**src/loop_ctrl_pkg.sv**
```systemverilog
package loop_ctrl_pkg;

  // ----------------------------------------
  // Register map
  // ----------------------------------------
  localparam logic [11:0] EVEN_LOOP_OFS = 12'h040;
  localparam logic [11:0] WCRUSH_OFS = 12'h044;
  localparam logic [11:0] ODD_LOOP_OFS = 12'h0C0;
  localparam logic [11:0] STATUS_OFS = 12'h0C4;
  localparam logic [11:0] SCALE_OFS = 12'h0C8;

  // ----------------------------------------
  // Reset values
  // ----------------------------------------
  localparam logic [7:0] LOOP_RST = 8'h00;
  localparam logic [7:0] WCRUSH_RST = 8'hCF;
  localparam logic [7:0] SCALE_RST = 8'h00;

  // ----------------------------------------
  // Field positions
  // ----------------------------------------
  localparam int PEAK_BIT = 7;
  localparam int CGAIN_BIT = 6;
  localparam int LOWCOL_BIT = 5;
  localparam int HF_HI = 4;
  localparam int HF_LO = 3;
  localparam int MAJ_HI = 7;
  localparam int MAJ_LO = 6;
  localparam int STEP_HI = 5;

  // ----------------------------------------
  // Field encodings
  // ----------------------------------------
  localparam logic [1:0] HF_AUTO = 2'h0;
  localparam logic [1:0] HF_PK_MAX_FULL = 2'h1;
  localparam logic [1:0] HF_PK_MIN_HALF = 2'h2;
  localparam logic [1:0] MAJ_3Q = 2'h0;
  localparam logic [1:0] MAJ_HALF = 2'h1;
  localparam logic [1:0] MAJ_1Q = 2'h2;

  // Scale ratio thresholds, 8-bit ratio where 0x80 is one half
  localparam logic [7:0] RATIO_HALF = 8'h80;
  localparam logic [7:0] RATIO_QUARTER = 8'h40;
  localparam logic [7:0] RATIO_EIGHTH = 8'h20;

  // Chroma gain bounds, 2.6 fixed point: 0.5 and 2.0
  localparam logic [7:0] CGAIN_MIN = 8'h20;
  localparam logic [7:0] CGAIN_MAX = 8'h80;
  localparam logic [7:0] CGAIN_UNITY = 8'h40;

  // Luma comparison levels for 8-bit luma
  localparam logic [7:0] LUMA_3Q = 8'hC0;
  localparam logic [7:0] LUMA_HALF = 8'h80;
  localparam logic [7:0] LUMA_1Q = 8'h40;

  // ----------------------------------------
  // Filter selections
  // ----------------------------------------
  typedef enum logic [2:0] {
    FILT_NONE,
    FILT_HALF,
    FILT_QUARTER,
    FILT_EIGHTH,
    FILT_PK_MIN_FULL,
    FILT_PK_MAX_FULL,
    FILT_PK_MIN_HALF
  } filt_sel_t;

  // Auto filter from horizontal scaling ratio
  function automatic filt_sel_t auto_filter(input logic [7:0] ratio);
    if (ratio > RATIO_HALF) begin
      auto_filter = FILT_NONE;
    end else if (ratio > RATIO_QUARTER) begin
      auto_filter = FILT_HALF;
    end else if (ratio > RATIO_EIGHTH) begin
      auto_filter = FILT_QUARTER;
    end else begin
      auto_filter = FILT_EIGHTH;
    end
  endfunction

endpackage

```
**src/wcrush_accum.sv**
```systemverilog
`timescale 1ns/1ps
module wcrush_accum
#(
  parameter int ACC_W = 12
) (
  // Clock and reset
  input wire logic mclk_i,
  input wire logic rst_n_i,
  // Control
  input wire logic [1:0] majority_point_select_i,
  input wire logic [5:0] white_crush_step_i,
  input wire logic [7:0] auto_level_i,
  // Pixel stream
  input wire logic pix_valid_i,
  input wire logic [7:0] luma_i,
  input wire logic field_end_i,
  // Result
  output logic [ACC_W-1:0] accum_o
);

  import loop_ctrl_pkg::*;

  // ----------------------------------------
  // Majority vote over one field
  // ----------------------------------------
  logic [7:0] level;
  logic signed [23:0] vote_q;

  // Comparison point from the majority select field
  always_comb begin
    case (majority_point_select_i)
      MAJ_3Q: level = LUMA_3Q;
      MAJ_HALF: level = LUMA_HALF;
      MAJ_1Q: level = LUMA_1Q;
      default: level = auto_level_i;
    endcase
  end

  // Votes: below the point counts up, else down
  always_ff @(posedge mclk_i) begin
    if (!rst_n_i || field_end_i) begin
      vote_q <= '0;
    end else if (pix_valid_i) begin
      vote_q <= (luma_i < level) ? vote_q + 24'sd1 : vote_q - 24'sd1;
    end
  end

  // Step added at field end when the vote is positive, saturating, unsigned
  always_ff @(posedge mclk_i) begin
    if (!rst_n_i) begin
      accum_o <= '0;
    end else if (field_end_i && vote_q > 24'sd0) begin
      if (accum_o > {ACC_W{1'b1}} - ACC_W'(white_crush_step_i)) begin
        accum_o <= {ACC_W{1'b1}};
      end else begin
        accum_o <= accum_o + ACC_W'(white_crush_step_i);
      end
    end
  end

endmodule // wcrush_accum

```
**src/luma_chroma_loop_control.sv**
```systemverilog
// Register access over Wishbone was left to the implementer.
`timescale 1ns/1ps
module luma_chroma_loop_control
#(
  parameter int ACC_W = 12
) (
  // Clock and reset
  input wire logic mclk_i,
  input wire logic rst_n_i,
  // Wishbone slave
  input wire logic cyc_i,
  input wire logic stb_i,
  input wire logic we_i,
  input wire logic [11:0] adr_i,
  input wire logic [3:0] sel_i,
  input wire logic [31:0] dat_i,
  output logic [31:0] dat_o,
  output logic ack_o,
  // Video timing and data
  input wire logic odd_field_i,
  input wire logic field_end_i,
  input wire logic pix_valid_i,
  input wire logic [7:0] luma_i,
  input wire logic [7:0] chroma_level_i,
  input wire logic [7:0] base_agc_i,
  input wire logic luma_decimation_control_i,
  // Control outputs
  output loop_ctrl_pkg::filt_sel_t filter_sel_o,
  output logic chroma_gain_loop_enable_o,
  output logic [7:0] chroma_gain_o,
  output logic low_color_removal_enable_o,
  output logic [1:0] horiz_filter_select_o,
  output logic [8:0] agc_value_o,
  output logic filter_ok_o
);

  import loop_ctrl_pkg::*;

  // ----------------------------------------
  // Register file
  // ----------------------------------------
  logic [7:0] even_loop_q;
  logic [7:0] odd_loop_q;
  logic [7:0] wcrush_q;
  logic [7:0] scale_q;
  logic [7:0] active;
  logic [ACC_W-1:0] accum;
  logic wr_en;
  logic rd_en;

  assign wr_en = cyc_i && stb_i && we_i && !ack_o && sel_i[0];
  assign rd_en = cyc_i && stb_i && !ack_o;

  // Acknowledge one cycle after request, dropped next cycle
  always_ff @(posedge mclk_i) begin
    if (!rst_n_i) begin
      ack_o <= 1'b0;
    end else begin
      ack_o <= cyc_i && stb_i && !ack_o;
    end
  end

  // Even and odd loop control copies
  always_ff @(posedge mclk_i) begin
    if (!rst_n_i) begin
      even_loop_q <= LOOP_RST;
      odd_loop_q <= LOOP_RST;
    end else if (wr_en && adr_i == EVEN_LOOP_OFS) begin
      even_loop_q <= dat_i[7:0];
    end else if (wr_en && adr_i == ODD_LOOP_OFS) begin
      odd_loop_q <= dat_i[7:0];
    end
  end

  // White crush register, writable any time
  always_ff @(posedge mclk_i) begin
    if (!rst_n_i) begin
      wcrush_q <= WCRUSH_RST;
    end else if (wr_en && adr_i == WCRUSH_OFS) begin
      wcrush_q <= dat_i[7:0];
    end
  end

  // Horizontal scaling ratio for auto filtering
  always_ff @(posedge mclk_i) begin
    if (!rst_n_i) begin
      scale_q <= SCALE_RST;
    end else if (wr_en && adr_i == SCALE_OFS) begin
      scale_q <= dat_i[7:0];
    end
  end

  // Read mux, unmapped reads zero
  always_ff @(posedge mclk_i) begin
    if (!rst_n_i) begin
      dat_o <= '0;
    end else if (rd_en) begin
      case (adr_i)
        EVEN_LOOP_OFS: dat_o <= {24'h000000, even_loop_q};
        WCRUSH_OFS: dat_o <= {24'h000000, wcrush_q};
        ODD_LOOP_OFS: dat_o <= {24'h000000, odd_loop_q};
        SCALE_OFS: dat_o <= {24'h000000, scale_q};
        STATUS_OFS: dat_o <= {13'h0000, filter_ok_o, filter_sel_o, 7'h00, accum[ACC_W-1:4]};
        default: dat_o <= '0;
      endcase
    end
  end

  // ----------------------------------------
  // Field copy selection
  // ----------------------------------------
  assign active = odd_field_i ? odd_loop_q : even_loop_q;

  // Plain enables and field
  always_ff @(posedge mclk_i) begin
    if (!rst_n_i) begin
      chroma_gain_loop_enable_o <= 1'b0;
      low_color_removal_enable_o <= 1'b0;
      horiz_filter_select_o <= HF_AUTO;
      filter_ok_o <= 1'b0;
    end else begin
      chroma_gain_loop_enable_o <= active[CGAIN_BIT];
      low_color_removal_enable_o <= active[LOWCOL_BIT];
      horiz_filter_select_o <= active[HF_HI:HF_LO];
      filter_ok_o <= !luma_decimation_control_i;
    end
  end

  // ----------------------------------------
  // Filter selection
  // ----------------------------------------
  always_ff @(posedge mclk_i) begin
    if (!rst_n_i) begin
      filter_sel_o <= FILT_NONE;
    end else if (active[PEAK_BIT]) begin
      case (active[HF_HI:HF_LO])
        HF_PK_MAX_FULL: filter_sel_o <= FILT_PK_MAX_FULL;
        HF_PK_MIN_HALF: filter_sel_o <= FILT_PK_MIN_HALF;
        default: filter_sel_o <= FILT_PK_MIN_FULL;
      endcase
    end else if (active[HF_HI:HF_LO] == HF_AUTO) begin
      filter_sel_o <= auto_filter(scale_q);
    end else begin
      filter_sel_o <= filt_sel_t'({1'b0, active[HF_HI:HF_LO]});
    end
  end

  // ----------------------------------------
  // Chroma gain loop
  // ----------------------------------------
  // Gain nudged toward nominal chroma level, clamped 0.5 to 2.0
  always_ff @(posedge mclk_i) begin
    if (!rst_n_i) begin
      chroma_gain_o <= CGAIN_UNITY;
    end else if (!active[CGAIN_BIT]) begin
      chroma_gain_o <= CGAIN_UNITY;
    end else if (field_end_i) begin
      if (chroma_level_i < LUMA_HALF && chroma_gain_o < CGAIN_MAX) begin
        chroma_gain_o <= chroma_gain_o + 8'h01;
      end else if (chroma_level_i > LUMA_HALF && chroma_gain_o > CGAIN_MIN) begin
        chroma_gain_o <= chroma_gain_o - 8'h01;
      end
    end
  end

  // ----------------------------------------
  // White crush up
  // ----------------------------------------
  wcrush_accum #(
    .ACC_W(ACC_W)
  ) u_accum (
    .mclk_i(mclk_i),
    .rst_n_i(rst_n_i),
    .majority_point_select_i(wcrush_q[MAJ_HI:MAJ_LO]),
    .white_crush_step_i(wcrush_q[STEP_HI:0]),
    .auto_level_i(base_agc_i),
    .pix_valid_i(pix_valid_i),
    .luma_i(luma_i),
    .field_end_i(field_end_i),
    .accum_o(accum)
  );

  // AGC raised by accumulated value, saturating
  always_ff @(posedge mclk_i) begin
    if (!rst_n_i) begin
      agc_value_o <= '0;
    end else if ({1'b0, base_agc_i} + accum[ACC_W-1:4] > 9'h1FF) begin
      agc_value_o <= 9'h1FF;
    end else begin
      agc_value_o <= 9'({1'b0, base_agc_i} + accum[ACC_W-1:4]);
    end
  end

  // ----------------------------------------
  // Checks
  // ----------------------------------------
  property p_peak_sel;
    @(posedge mclk_i) disable iff (!rst_n_i)
      active[PEAK_BIT] |=> filter_sel_o inside {FILT_PK_MIN_FULL, FILT_PK_MAX_FULL,
        FILT_PK_MIN_HALF};
  endproperty
  a_peak_sel: assert property (p_peak_sel) else $error("peak filter not chosen");

  property p_gain_range;
    @(posedge mclk_i) disable iff (!rst_n_i)
      chroma_gain_o >= CGAIN_MIN && chroma_gain_o <= CGAIN_MAX;
  endproperty
  a_gain_range: assert property (p_gain_range) else $error("chroma gain out of range");

  property p_lowcol;
    @(posedge mclk_i) disable iff (!rst_n_i)
      1'b1 |=> low_color_removal_enable_o == $past(active[LOWCOL_BIT]);
  endproperty
  a_lowcol: assert property (p_lowcol) else $error("low colour enable wrong");

  property p_auto_none;
    @(posedge mclk_i) disable iff (!rst_n_i)
      !active[PEAK_BIT] && active[HF_HI:HF_LO] == HF_AUTO && scale_q > RATIO_HALF
      |=> filter_sel_o == FILT_NONE;
  endproperty
  a_auto_none: assert property (p_auto_none) else $error("auto filter wrong");

  property p_pk_max;
    @(posedge mclk_i) disable iff (!rst_n_i)
      active[PEAK_BIT] && active[HF_HI:HF_LO] == HF_PK_MAX_FULL
      |=> filter_sel_o == FILT_PK_MAX_FULL;
  endproperty
  a_pk_max: assert property (p_pk_max) else $error("peaking select wrong");

  property p_wc_write;
    @(posedge mclk_i) disable iff (!rst_n_i)
      wr_en && adr_i == WCRUSH_OFS |=> wcrush_q == $past(dat_i[7:0]);
  endproperty
  a_wc_write: assert property (p_wc_write) else $error("white crush write lost");

  property p_field_copy;
    @(posedge mclk_i) disable iff (!rst_n_i)
      odd_field_i |=> chroma_gain_loop_enable_o == $past(odd_loop_q[CGAIN_BIT]);
  endproperty
  a_field_copy: assert property (p_field_copy) else $error("wrong field copy");

  property p_accum_step;
    @(posedge mclk_i) disable iff (!rst_n_i)
      !field_end_i |=> accum == $past(accum);
  endproperty
  a_accum_step: assert property (p_accum_step) else $error("accumulator moved midfield");

  property p_ack_pulse;
    @(posedge mclk_i) disable iff (!rst_n_i)
      ack_o |=> !ack_o;
  endproperty
  a_ack_pulse: assert property (p_ack_pulse) else $error("ack held too long");

  // Filter field passed on one cycle later
  property p_hf_field;
    @(posedge mclk_i) disable iff (!rst_n_i)
      rst_n_i |=> horiz_filter_select_o == $past(active[HF_HI:HF_LO]);
  endproperty
  a_hf_field: assert property (p_hf_field) else $error("filter field not passed on");

  // Slowest scaling picks the eighth filter
  property p_auto_eighth;
    @(posedge mclk_i) disable iff (!rst_n_i)
      rst_n_i && !active[PEAK_BIT] && active[HF_HI:HF_LO] == HF_AUTO && scale_q <= RATIO_EIGHTH
      |=> filter_sel_o == FILT_EIGHTH;
  endproperty
  a_auto_eighth: assert property (p_auto_eighth) else $error("eighth filter not chosen");

  // Peaking code 10 picks minimum half peaking
  property p_pk_min_half;
    @(posedge mclk_i) disable iff (!rst_n_i)
      active[PEAK_BIT] && active[HF_HI:HF_LO] == HF_PK_MIN_HALF
      |=> filter_sel_o == FILT_PK_MIN_HALF;
  endproperty
  a_pk_min_half: assert property (p_pk_min_half) else $error("half peaking wrong");

  // Even field follows the even copy
  property p_even_copy;
    @(posedge mclk_i) disable iff (!rst_n_i)
      rst_n_i && !odd_field_i |=> chroma_gain_loop_enable_o == $past(even_loop_q[CGAIN_BIT]);
  endproperty
  a_even_copy: assert property (p_even_copy) else $error("wrong even copy");

  // AGC is base plus accumulated crush value
  property p_agc_sum;
    @(posedge mclk_i) disable iff (!rst_n_i)
      rst_n_i |=> agc_value_o == 9'($past(base_agc_i)) + 9'($past(accum[ACC_W-1:4]));
  endproperty
  a_agc_sum: assert property (p_agc_sum) else $error("agc value wrong");

  // Unsigned step never lowers the accumulator
  property p_accum_rise;
    @(posedge mclk_i) disable iff (!rst_n_i)
      rst_n_i |=> accum >= $past(accum);
  endproperty
  a_accum_rise: assert property (p_accum_rise) else $error("accumulator went down");

  c_peak: cover property (@(posedge mclk_i) disable iff (!rst_n_i)
    filter_sel_o == FILT_PK_MIN_HALF);
  c_eighth: cover property (@(posedge mclk_i) disable iff (!rst_n_i)
    filter_sel_o == FILT_EIGHTH);
  c_accum: cover property (@(posedge mclk_i) disable iff (!rst_n_i)
    field_end_i ##1 accum != $past(accum));
  c_odd_copy: cover property (@(posedge mclk_i) disable iff (!rst_n_i)
    odd_field_i ##1 low_color_removal_enable_o);
  c_gain_moved: cover property (@(posedge mclk_i) disable iff (!rst_n_i)
    chroma_gain_o != CGAIN_UNITY);

endmodule // luma_chroma_loop_control

```
**config.mk**
```make
export PLATFORM = sky130hd
export DESIGN_NAME = luma_chroma_loop_control
export DESIGN_NICKNAME = d
export VERILOG_FILES = /design/src/loop_ctrl_pkg.sv /design/src/wcrush_accum.sv /design/src/luma_chroma_loop_control.sv
export SDC_FILE = /design/constraint.sdc
export NUM_CORES = 1
export LEC_CHECK = 0
export ABC_AREA = 1
export BUFFER_PORTS_ARGS = -buffer_cell sky130_fd_sc_hd__buf_4
export CORE_MARGIN = 5
export CORE_UTILIZATION = 40
export CTS_BUF_LIST = sky130_fd_sc_hd__clkbuf_16
export DETAILED_ROUTE_END_ITERATION = 16
export HOLD_SLACK_MARGIN = 0.15
export PLACE_DENSITY_LB_ADDON = 0.1
export SLEW_MARGIN = 10
export SYNTH_ARGS = -nofsm -noshare
export SYNTH_HDL_FRONTEND = slang
export SYNTH_SLANG_ARGS = --single-unit
```
**constraint.sdc**
```tcl
create_clock -name mclk_i -period 10.54 [get_ports mclk_i]
set_input_delay 2.635 -clock mclk_i [delete_from_list [all_inputs] [get_ports mclk_i]]
set_output_delay 2.635 -clock mclk_i [all_outputs]
set_load 0.1 [all_outputs]
```
; After elaboration in Yosys (flattened, before gate mapping)
; Index checks and enable logic that the tools add are counted.
[totals]
output_inout_bits = 58
input_bits = 81
wordCells = 79
register_bits = 126
[classes]
eq_ne = 9
reduce_logical = 22
bitwise_logic = 1
mux = 14
order_cmp = 11
n_addsub = 7
[ops]
columns = operator, n
row1 = 19-bit one-hot mux with 5 select lines, 1
row2 = "12-bit by 8-bit equality test with 1-bit output, second input constant", 3
row3 = "24-bit by 2-bit adder with 24-bit output, second input constant", 1
row4 = "12-bit by 7-bit equality test with 1-bit output, second input constant", 2
row5 = "24-bit by 1-bit greater-than comparator with 1-bit output, second input constant", 1
row6 = 24-bit two-way mux, 1
row7 = 8-bit two-way mux, 3
row8 = 8-bit one-hot mux with 3 select lines, 1
row9 = "24-bit by 2-bit subtractor with 24-bit output, second input constant", 1
row10 = "8-bit by 6-bit greater-than comparator with 1-bit output, second input constant", 2
row11 = "8-bit greater-than comparator, second input constant", 2
row12 = "8-bit < comparator, second input constant", 2
row13 = 12-bit by 6-bit adder with 12-bit output, 1
row14 = 12-bit greater-than comparator, 1
row15 = 1-bit logical AND, 12
row16 = 12-bit two-way mux, 1
row17 = 8-bit by 8-bit adder with 9-bit output, 1
row18 = "9-bit greater-than comparator, second input constant", 1
row19 = 9-bit two-way mux, 1
row20 = "8-bit by 1-bit adder with 8-bit output, second input constant", 1
row21 = "8-bit by 7-bit greater-than comparator with 1-bit output, second input constant", 1
row22 = 8-bit < comparator, 1
row23 = "1-bit by 7-bit subtractor with 8-bit output, first input constant", 1
row24 = "8-bit by 1-bit subtractor with 8-bit output, second input constant", 1
row25 = other kinds (12), 21

; Longest topological paths before layout
[depth]
ltp_word = 7
mapped_depth = 24
depth_no_buf = 24

; Hierarchy
; Synthesis repeated with hierarchy kept, for this count alone.
[hier_totals]
cells_unflattened = 1120
area_unflattened_um2 = 7437.1
[modules_own_cells]
columns = module, seq_area_each_um2, cells_each, instances, area_each_um2
row1 = luma_chroma_loop_control, 1401.3, 541, 1, 3891.2
row2 = wcrush_accum, 720.7, 579, 1, 3545.9

; Worst setup path before layout
; Ideal clock, no wire load.
[synth_path]
path_kind = input -> register
start = input base_agc_i[5]
end = register u_accum.vote_q[23]
path_stages = 18
setup_time_ps = 113
required_time_ps = 10427
path_slack_ps = 5279
n_path_buf = 0
arrival_ps = 5148
path_cell_list = nand2_1 ha_1 a21oi_1 nor2_1 nor2_1 nand2_1 ha_1 nand2_1 nor2_1 nand2_1 nor2_1 nand2_1 nand3_1 nand2_1 nand2_1 nor2_1 nor2_1 nor2_1
[synth_between]
elab_chain_len = 3
[synth_rtl]
columns = item, line_no
row1 = "start, declared", luma_chroma_loop_control.sv:25  ; input wire logic [7:0] base_agc_i,
row2 = 8-bit one-hot mux with 3 select lines, wcrush_accum.sv:31  ; case (majority_point_select_i)
row3 = 8-bit < comparator, wcrush_accum.sv:44  ; vote_q <= (luma_i < level) ? vote_q + 24'sd1 : vote_q - 24'sd1;
row4 = 24-bit two-way mux, wcrush_accum.sv:44
row5 = "end signal, assigned", wcrush_accum.sv:44
row6 = "end, declared", wcrush_accum.sv:27  ; logic signed [23:0] vote_q;
; Every way passes these cells.
; A chain may end at the register's enable or synchronous reset.

; Final worst setup path
[layout_path]
start = input base_agc_i[6]
end = register u_accum.vote_q[23]
; Same word-level chain as after synthesis.

==> summary.txt <==
Hold path
  • Hold Path Origin: even_loop_q[1]
  • Worst Hold End: even_loop_q[1]
  • Worst Hold Depth: 2
  • Hold crit path type: flop to flop

Routing
  • Drt first pass iters: 8
  • Initial DRC Count: 299
  • Routed Antenna Nets: 0
  • Drt wl/cell: 13.8 µm
  • WL final: 18900 µm
  • DR vias/cell: about 5
  • # DRC: 0
  • Routed vias: 6749

Floorplan
  • Initial Util: between 40 and 50%
  • Row count: 48
  • Io pins: around 140
  • CORE AREA: between 15000 and 20000 µm²
  • Die ar.: 20500 µm²
  • Die X: 143 µm
  • Die height: about 140 µm

Final layout
  • Area Overhead vs Synth: 16.1%
  • Most frequent cells in the layout: nand2_1, inv_1, a21oi_1
  • Layout cells sized above 1: 12.4%
  • Nets: 1278
  • # diodes: 0
  • Commonest non-fill, non-tap cell in the layout: nand2_1
  • Design area: 8230 µm²

Setup path
  • FF-to-FF End: u_accum.vote_q[23]
  • CP arrival: 5.91 ns
  • CP required: around 11 ns
  • Setup slack, reg-to-reg: 6.62 ns
  • Critical path buffer and inverter count: 1
  • Worst R2R Start: wcrush_q[6]
  • Slowest CP cell: ha_1
  • Crit path cell chain: buf_4 -> a21oi_1 -> ha_1 -> nand2_1 -> nor2_1 -> nor2_1 -> nand2_1 -> ha_1 -> nand2_1 -> nor2_1 -> nand2_1 -> nor2_1 -> nand2_1 -> nand3_1 -> nand2_1 -> nand2_1 -> nor2_1 -> nor2_1 -> nor2_1
  • CP max stage delay: 0.67 ns
  • Crit Path Class: input port to flop
  • Cells on worst reg2reg path: 20
  • Max Fanout on Critical Path: 26
  • CP Capture Type: flop
  • Startpoint Class: input port
  • Crit path max-delay family: simple AND/OR/NAND/NOR gates

Yosys
  • Synth Area in Adders: between 10% and 20%
  • Simple-gate area share of the yosys netlist: 28.2%
  • Async SR Flop Fraction: 0%
  • Number of synthesized register bits: 106
  • Synthesized cell area: 7090 µm²
  • Sequential area share after synthesis: 29.9%
  • Post-Synth XOR/XNOR Area: under 10%
  • Largest family of logic cells by synthesized area: simple AND/OR/NAND/NOR gates
  • Ys flop type: dfxtp_1
  • Yosys warns: 0
  • Post-synth EDFFs: 0
  • Cells after synthesis: 1060
  • Share of synthesized area spent on multiplexers: 0%
  • Syn avg cell area: 6.69 µm²
  • Synth cell types: 49
  • Synth Area in Compound Gates: 17.4%

Timing
  • Worst Clk Skew: 0.0111 ns
  • Worst Tran Pin Value: 1.03 ns
  • Setup TNS: 0 ns
  • Post-route minimum period: roughly 5.7 ns
  • Tcrit/Tclk final: between 50 and 60%
  • Relative slew margins: between 30 and 40%
  • Fmax achieved: 177 MHz
  • Max-slew violations: 0
  • Final Hold Viols: 0
  • # setup viols final: 0
  • Unrepaired setup endpoints after global routing: no

Power and ir drop
  • Worst-case vdd ir drop: 0.0901 mV
  • Sequential fraction of design power: a little under two fifths
  • Portion of total power attributed to combinational logic: between 20% and 30%
  • Pwr dens: 139 nW/µm²
  • Clock network power share: 34.1%
  • Lkg Pwr: roughly 4.2 nW
  • Int Power: 0.000727 W
  • Sw Share: between 30% and 40%
  • Net Sw Power: 0.000413 W

Placement
  • Placed Area: 7890 µm²
  • HPWL Detailed: 14400 µm
  • Gpl congestion: between 0.9 and 1
  • Port Buffers: 91

Clocking
  • Worst skew pair latency: 0.36 ns
  • CTS Sinks: 106
  • Max clock buf depth: 2
  • H-tree levels: 3
  • Resize count post-CTS: 0
  • Post-CTS Repair Setup Buffers: 0
  • Total CTS buffers: 9
  • Clock root buffer: clkbuf_16
  • CTS Hold Bufs: 0
  • CTS tree: yes
  • CTS clk-pin slew, worst paths: 0.08 ns

Global routing
  • Initial antenna violation count: 0
  • First-pass GRT wire length: 30700 µm
  • Vias in the first global route: 6214
  • GR Util All Layers: 18.5%
  • Grt total ovfl: 0
  • Largest net degree at the start of global routing: 54

Flow run
  • Max cap viols: 0

Status
  • Outcome: complete, no violations
-- worst reg2reg max path: stages, from the launching register on --
cell and delay (ns):
dfxtp_1 0.39, nand2_1 0.10, inv_1 0.16, nand2_1 0.08, ha_1 0.29, a21oi_1 0.15, nor2_1 0.05, nor2_1 0.11
nand2_1 0.63, ha_1 0.68, nand2_1 0.12, nor2_1 0.31, nand2_1 0.09, nor2_1 0.11, nand2_1 0.06, nand3_1 0.14
nand2_1 0.09, nand2_1 0.10, nor2_1 0.04, nor2_1 0.08, nor2_1 0.05
-- per-layer routing --
layer  GRT usage (%)  part of all wire, %  vias up
met4            4.35                  1.4        0
met5               0                    0        -
met3            3.72                  3.7       22
met2            32.2                   49      120
li1                -                    -     3597
met1            23.5                   45     3010
-- registers in the layout, summed over array words and instances, names as in the netlist, 2 cells and up --
register               flops
filter_sel_o               3
wcrush_q                   8
agc_value_o                9
u_accum.accum_o           12
horiz_filter_select_o      2
chroma_gain_o              8
u_accum.vote_q            24
dat_o                     12
even_loop_q                8
odd_loop_q                 8
scale_q                    8
-- Yosys cell counts, types with 2 or more instances --
| master | n | share of area [%] |
|---|---|---|
| nand2_4 | 2 | 0.32 |
| a21o_1 | 2 | 0.21 |
| nor3_4 | 2 | 0.46 |
| clkbuf_1 | 13 | 0.69 |
| buf_2 | 3 | 0.21 |
| buf_6 | 2 | 0.32 |
| nor4_1 | 5 | 0.44 |
| o21ai_1 | 2 | 0.14 |
| nor2_4 | 2 | 0.32 |
| fa_1 | 4 | 1.1 |
| nand3_1 | 68 | 4.8 |
| nand2_1 | 218 | 12 |
| inv_2 | 5 | 0.26 |
| a31oi_1 | 2 | 0.18 |
| o22ai_1 | 14 | 1.2 |
| nand2_2 | 7 | 0.62 |
| ha_1 | 51 | 9.0 |
| nor3_1 | 16 | 1.1 |
| o21bai_1 | 5 | 0.53 |
| or2_2 | 5 | 0.44 |
| inv_1 | 153 | 8.1 |
| nand3_2 | 3 | 0.42 |
| o21a_1 | 2 | 0.21 |
| xor2_1 | 13 | 1.6 |
| o21ai_0 | 86 | 6.1 |
| nand3b_1 | 2 | 0.21 |
| a21oi_1 | 112 | 7.9 |
| dfxtp_1 | 106 | 30 |
| xnor2_1 | 6 | 0.74 |
| o211ai_1 | 3 | 0.32 |
| nor2_1 | 94 | 5.0 |
| nand4_1 | 16 | 1.4 |
| buf_4 | 20 | 2.1 |
-- kinds of logic after synthesis --
family          Yosys count
flops                   106
other cells               1
fa+ha+maj                55
compound gates          233
buf+inv                 200
simple gates            446
xor+xnor                 19
-- power by group through the flow --
stage	clock network, W	logic, W	registers, W
after floorplan	0	0.000202	0.000487
after CTS	0.000401	0.000324	0.000428
after global placement	0	0.000322	0.000438
after global routing	0.000418	0.000358	0.000430
final	0.000389	0.000323	0.000428
after detailed placement	0	0.000322	0.000438
-- worst max path at each step --
| stage | from | to | slack (ns) | cells after the start |
|---|---|---|---|---|
| after floorplan | base_agc_i[5] | u_accum.vote_q[23] | 5.28 | 18 |
| after global placement | base_agc_i[7] | u_accum.vote_q[18] | 4.51 | 17 |
| after detailed placement | base_agc_i[7] | u_accum.vote_q[19] | 4.49 | 17 |
| after CTS | base_agc_i[7] | u_accum.vote_q[19] | 4.87 | 17 |
| after global routing | base_agc_i[6] | u_accum.vote_q[23] | 4.56 | 18 |
| final | base_agc_i[6] | u_accum.vote_q[23] | 4.88 | 19 |
-- cell type report --
cell class,count,area (µm²)
fillers,1835,9130
inverters,160,602
flip-flops and latches,106,2120
clock inverters,7,116
well taps,225,282
repair buffers,92,691
multi-input cells,773,4190
clock buffers,9,225
-- through the flow --
| stage | utilization (%) | hold slack, ns | total power, W | std cells | worst slack, ns |
|---|---|---|---|---|---|
| after detailed placement | 45.4 | 0.440 | 0.000760 | 1356 | 4.49 |
| after global routing | 47.4 | 0.483 | 0.00121 | 1372 | 4.56 |
| after global placement | 45.4 | 0.434 | 0.000759 | 1356 | 4.51 |
| final | 47.4 | 0.452 | 0.00114 | 1372 | 4.88 |
| after CTS | 47.4 | 0.453 | 0.00115 | 1372 | 4.87 |
| after floorplan | - | 0.425 | 0.000689 | 1079 | 5.28 |
Power figures use the tool's default switching activity.
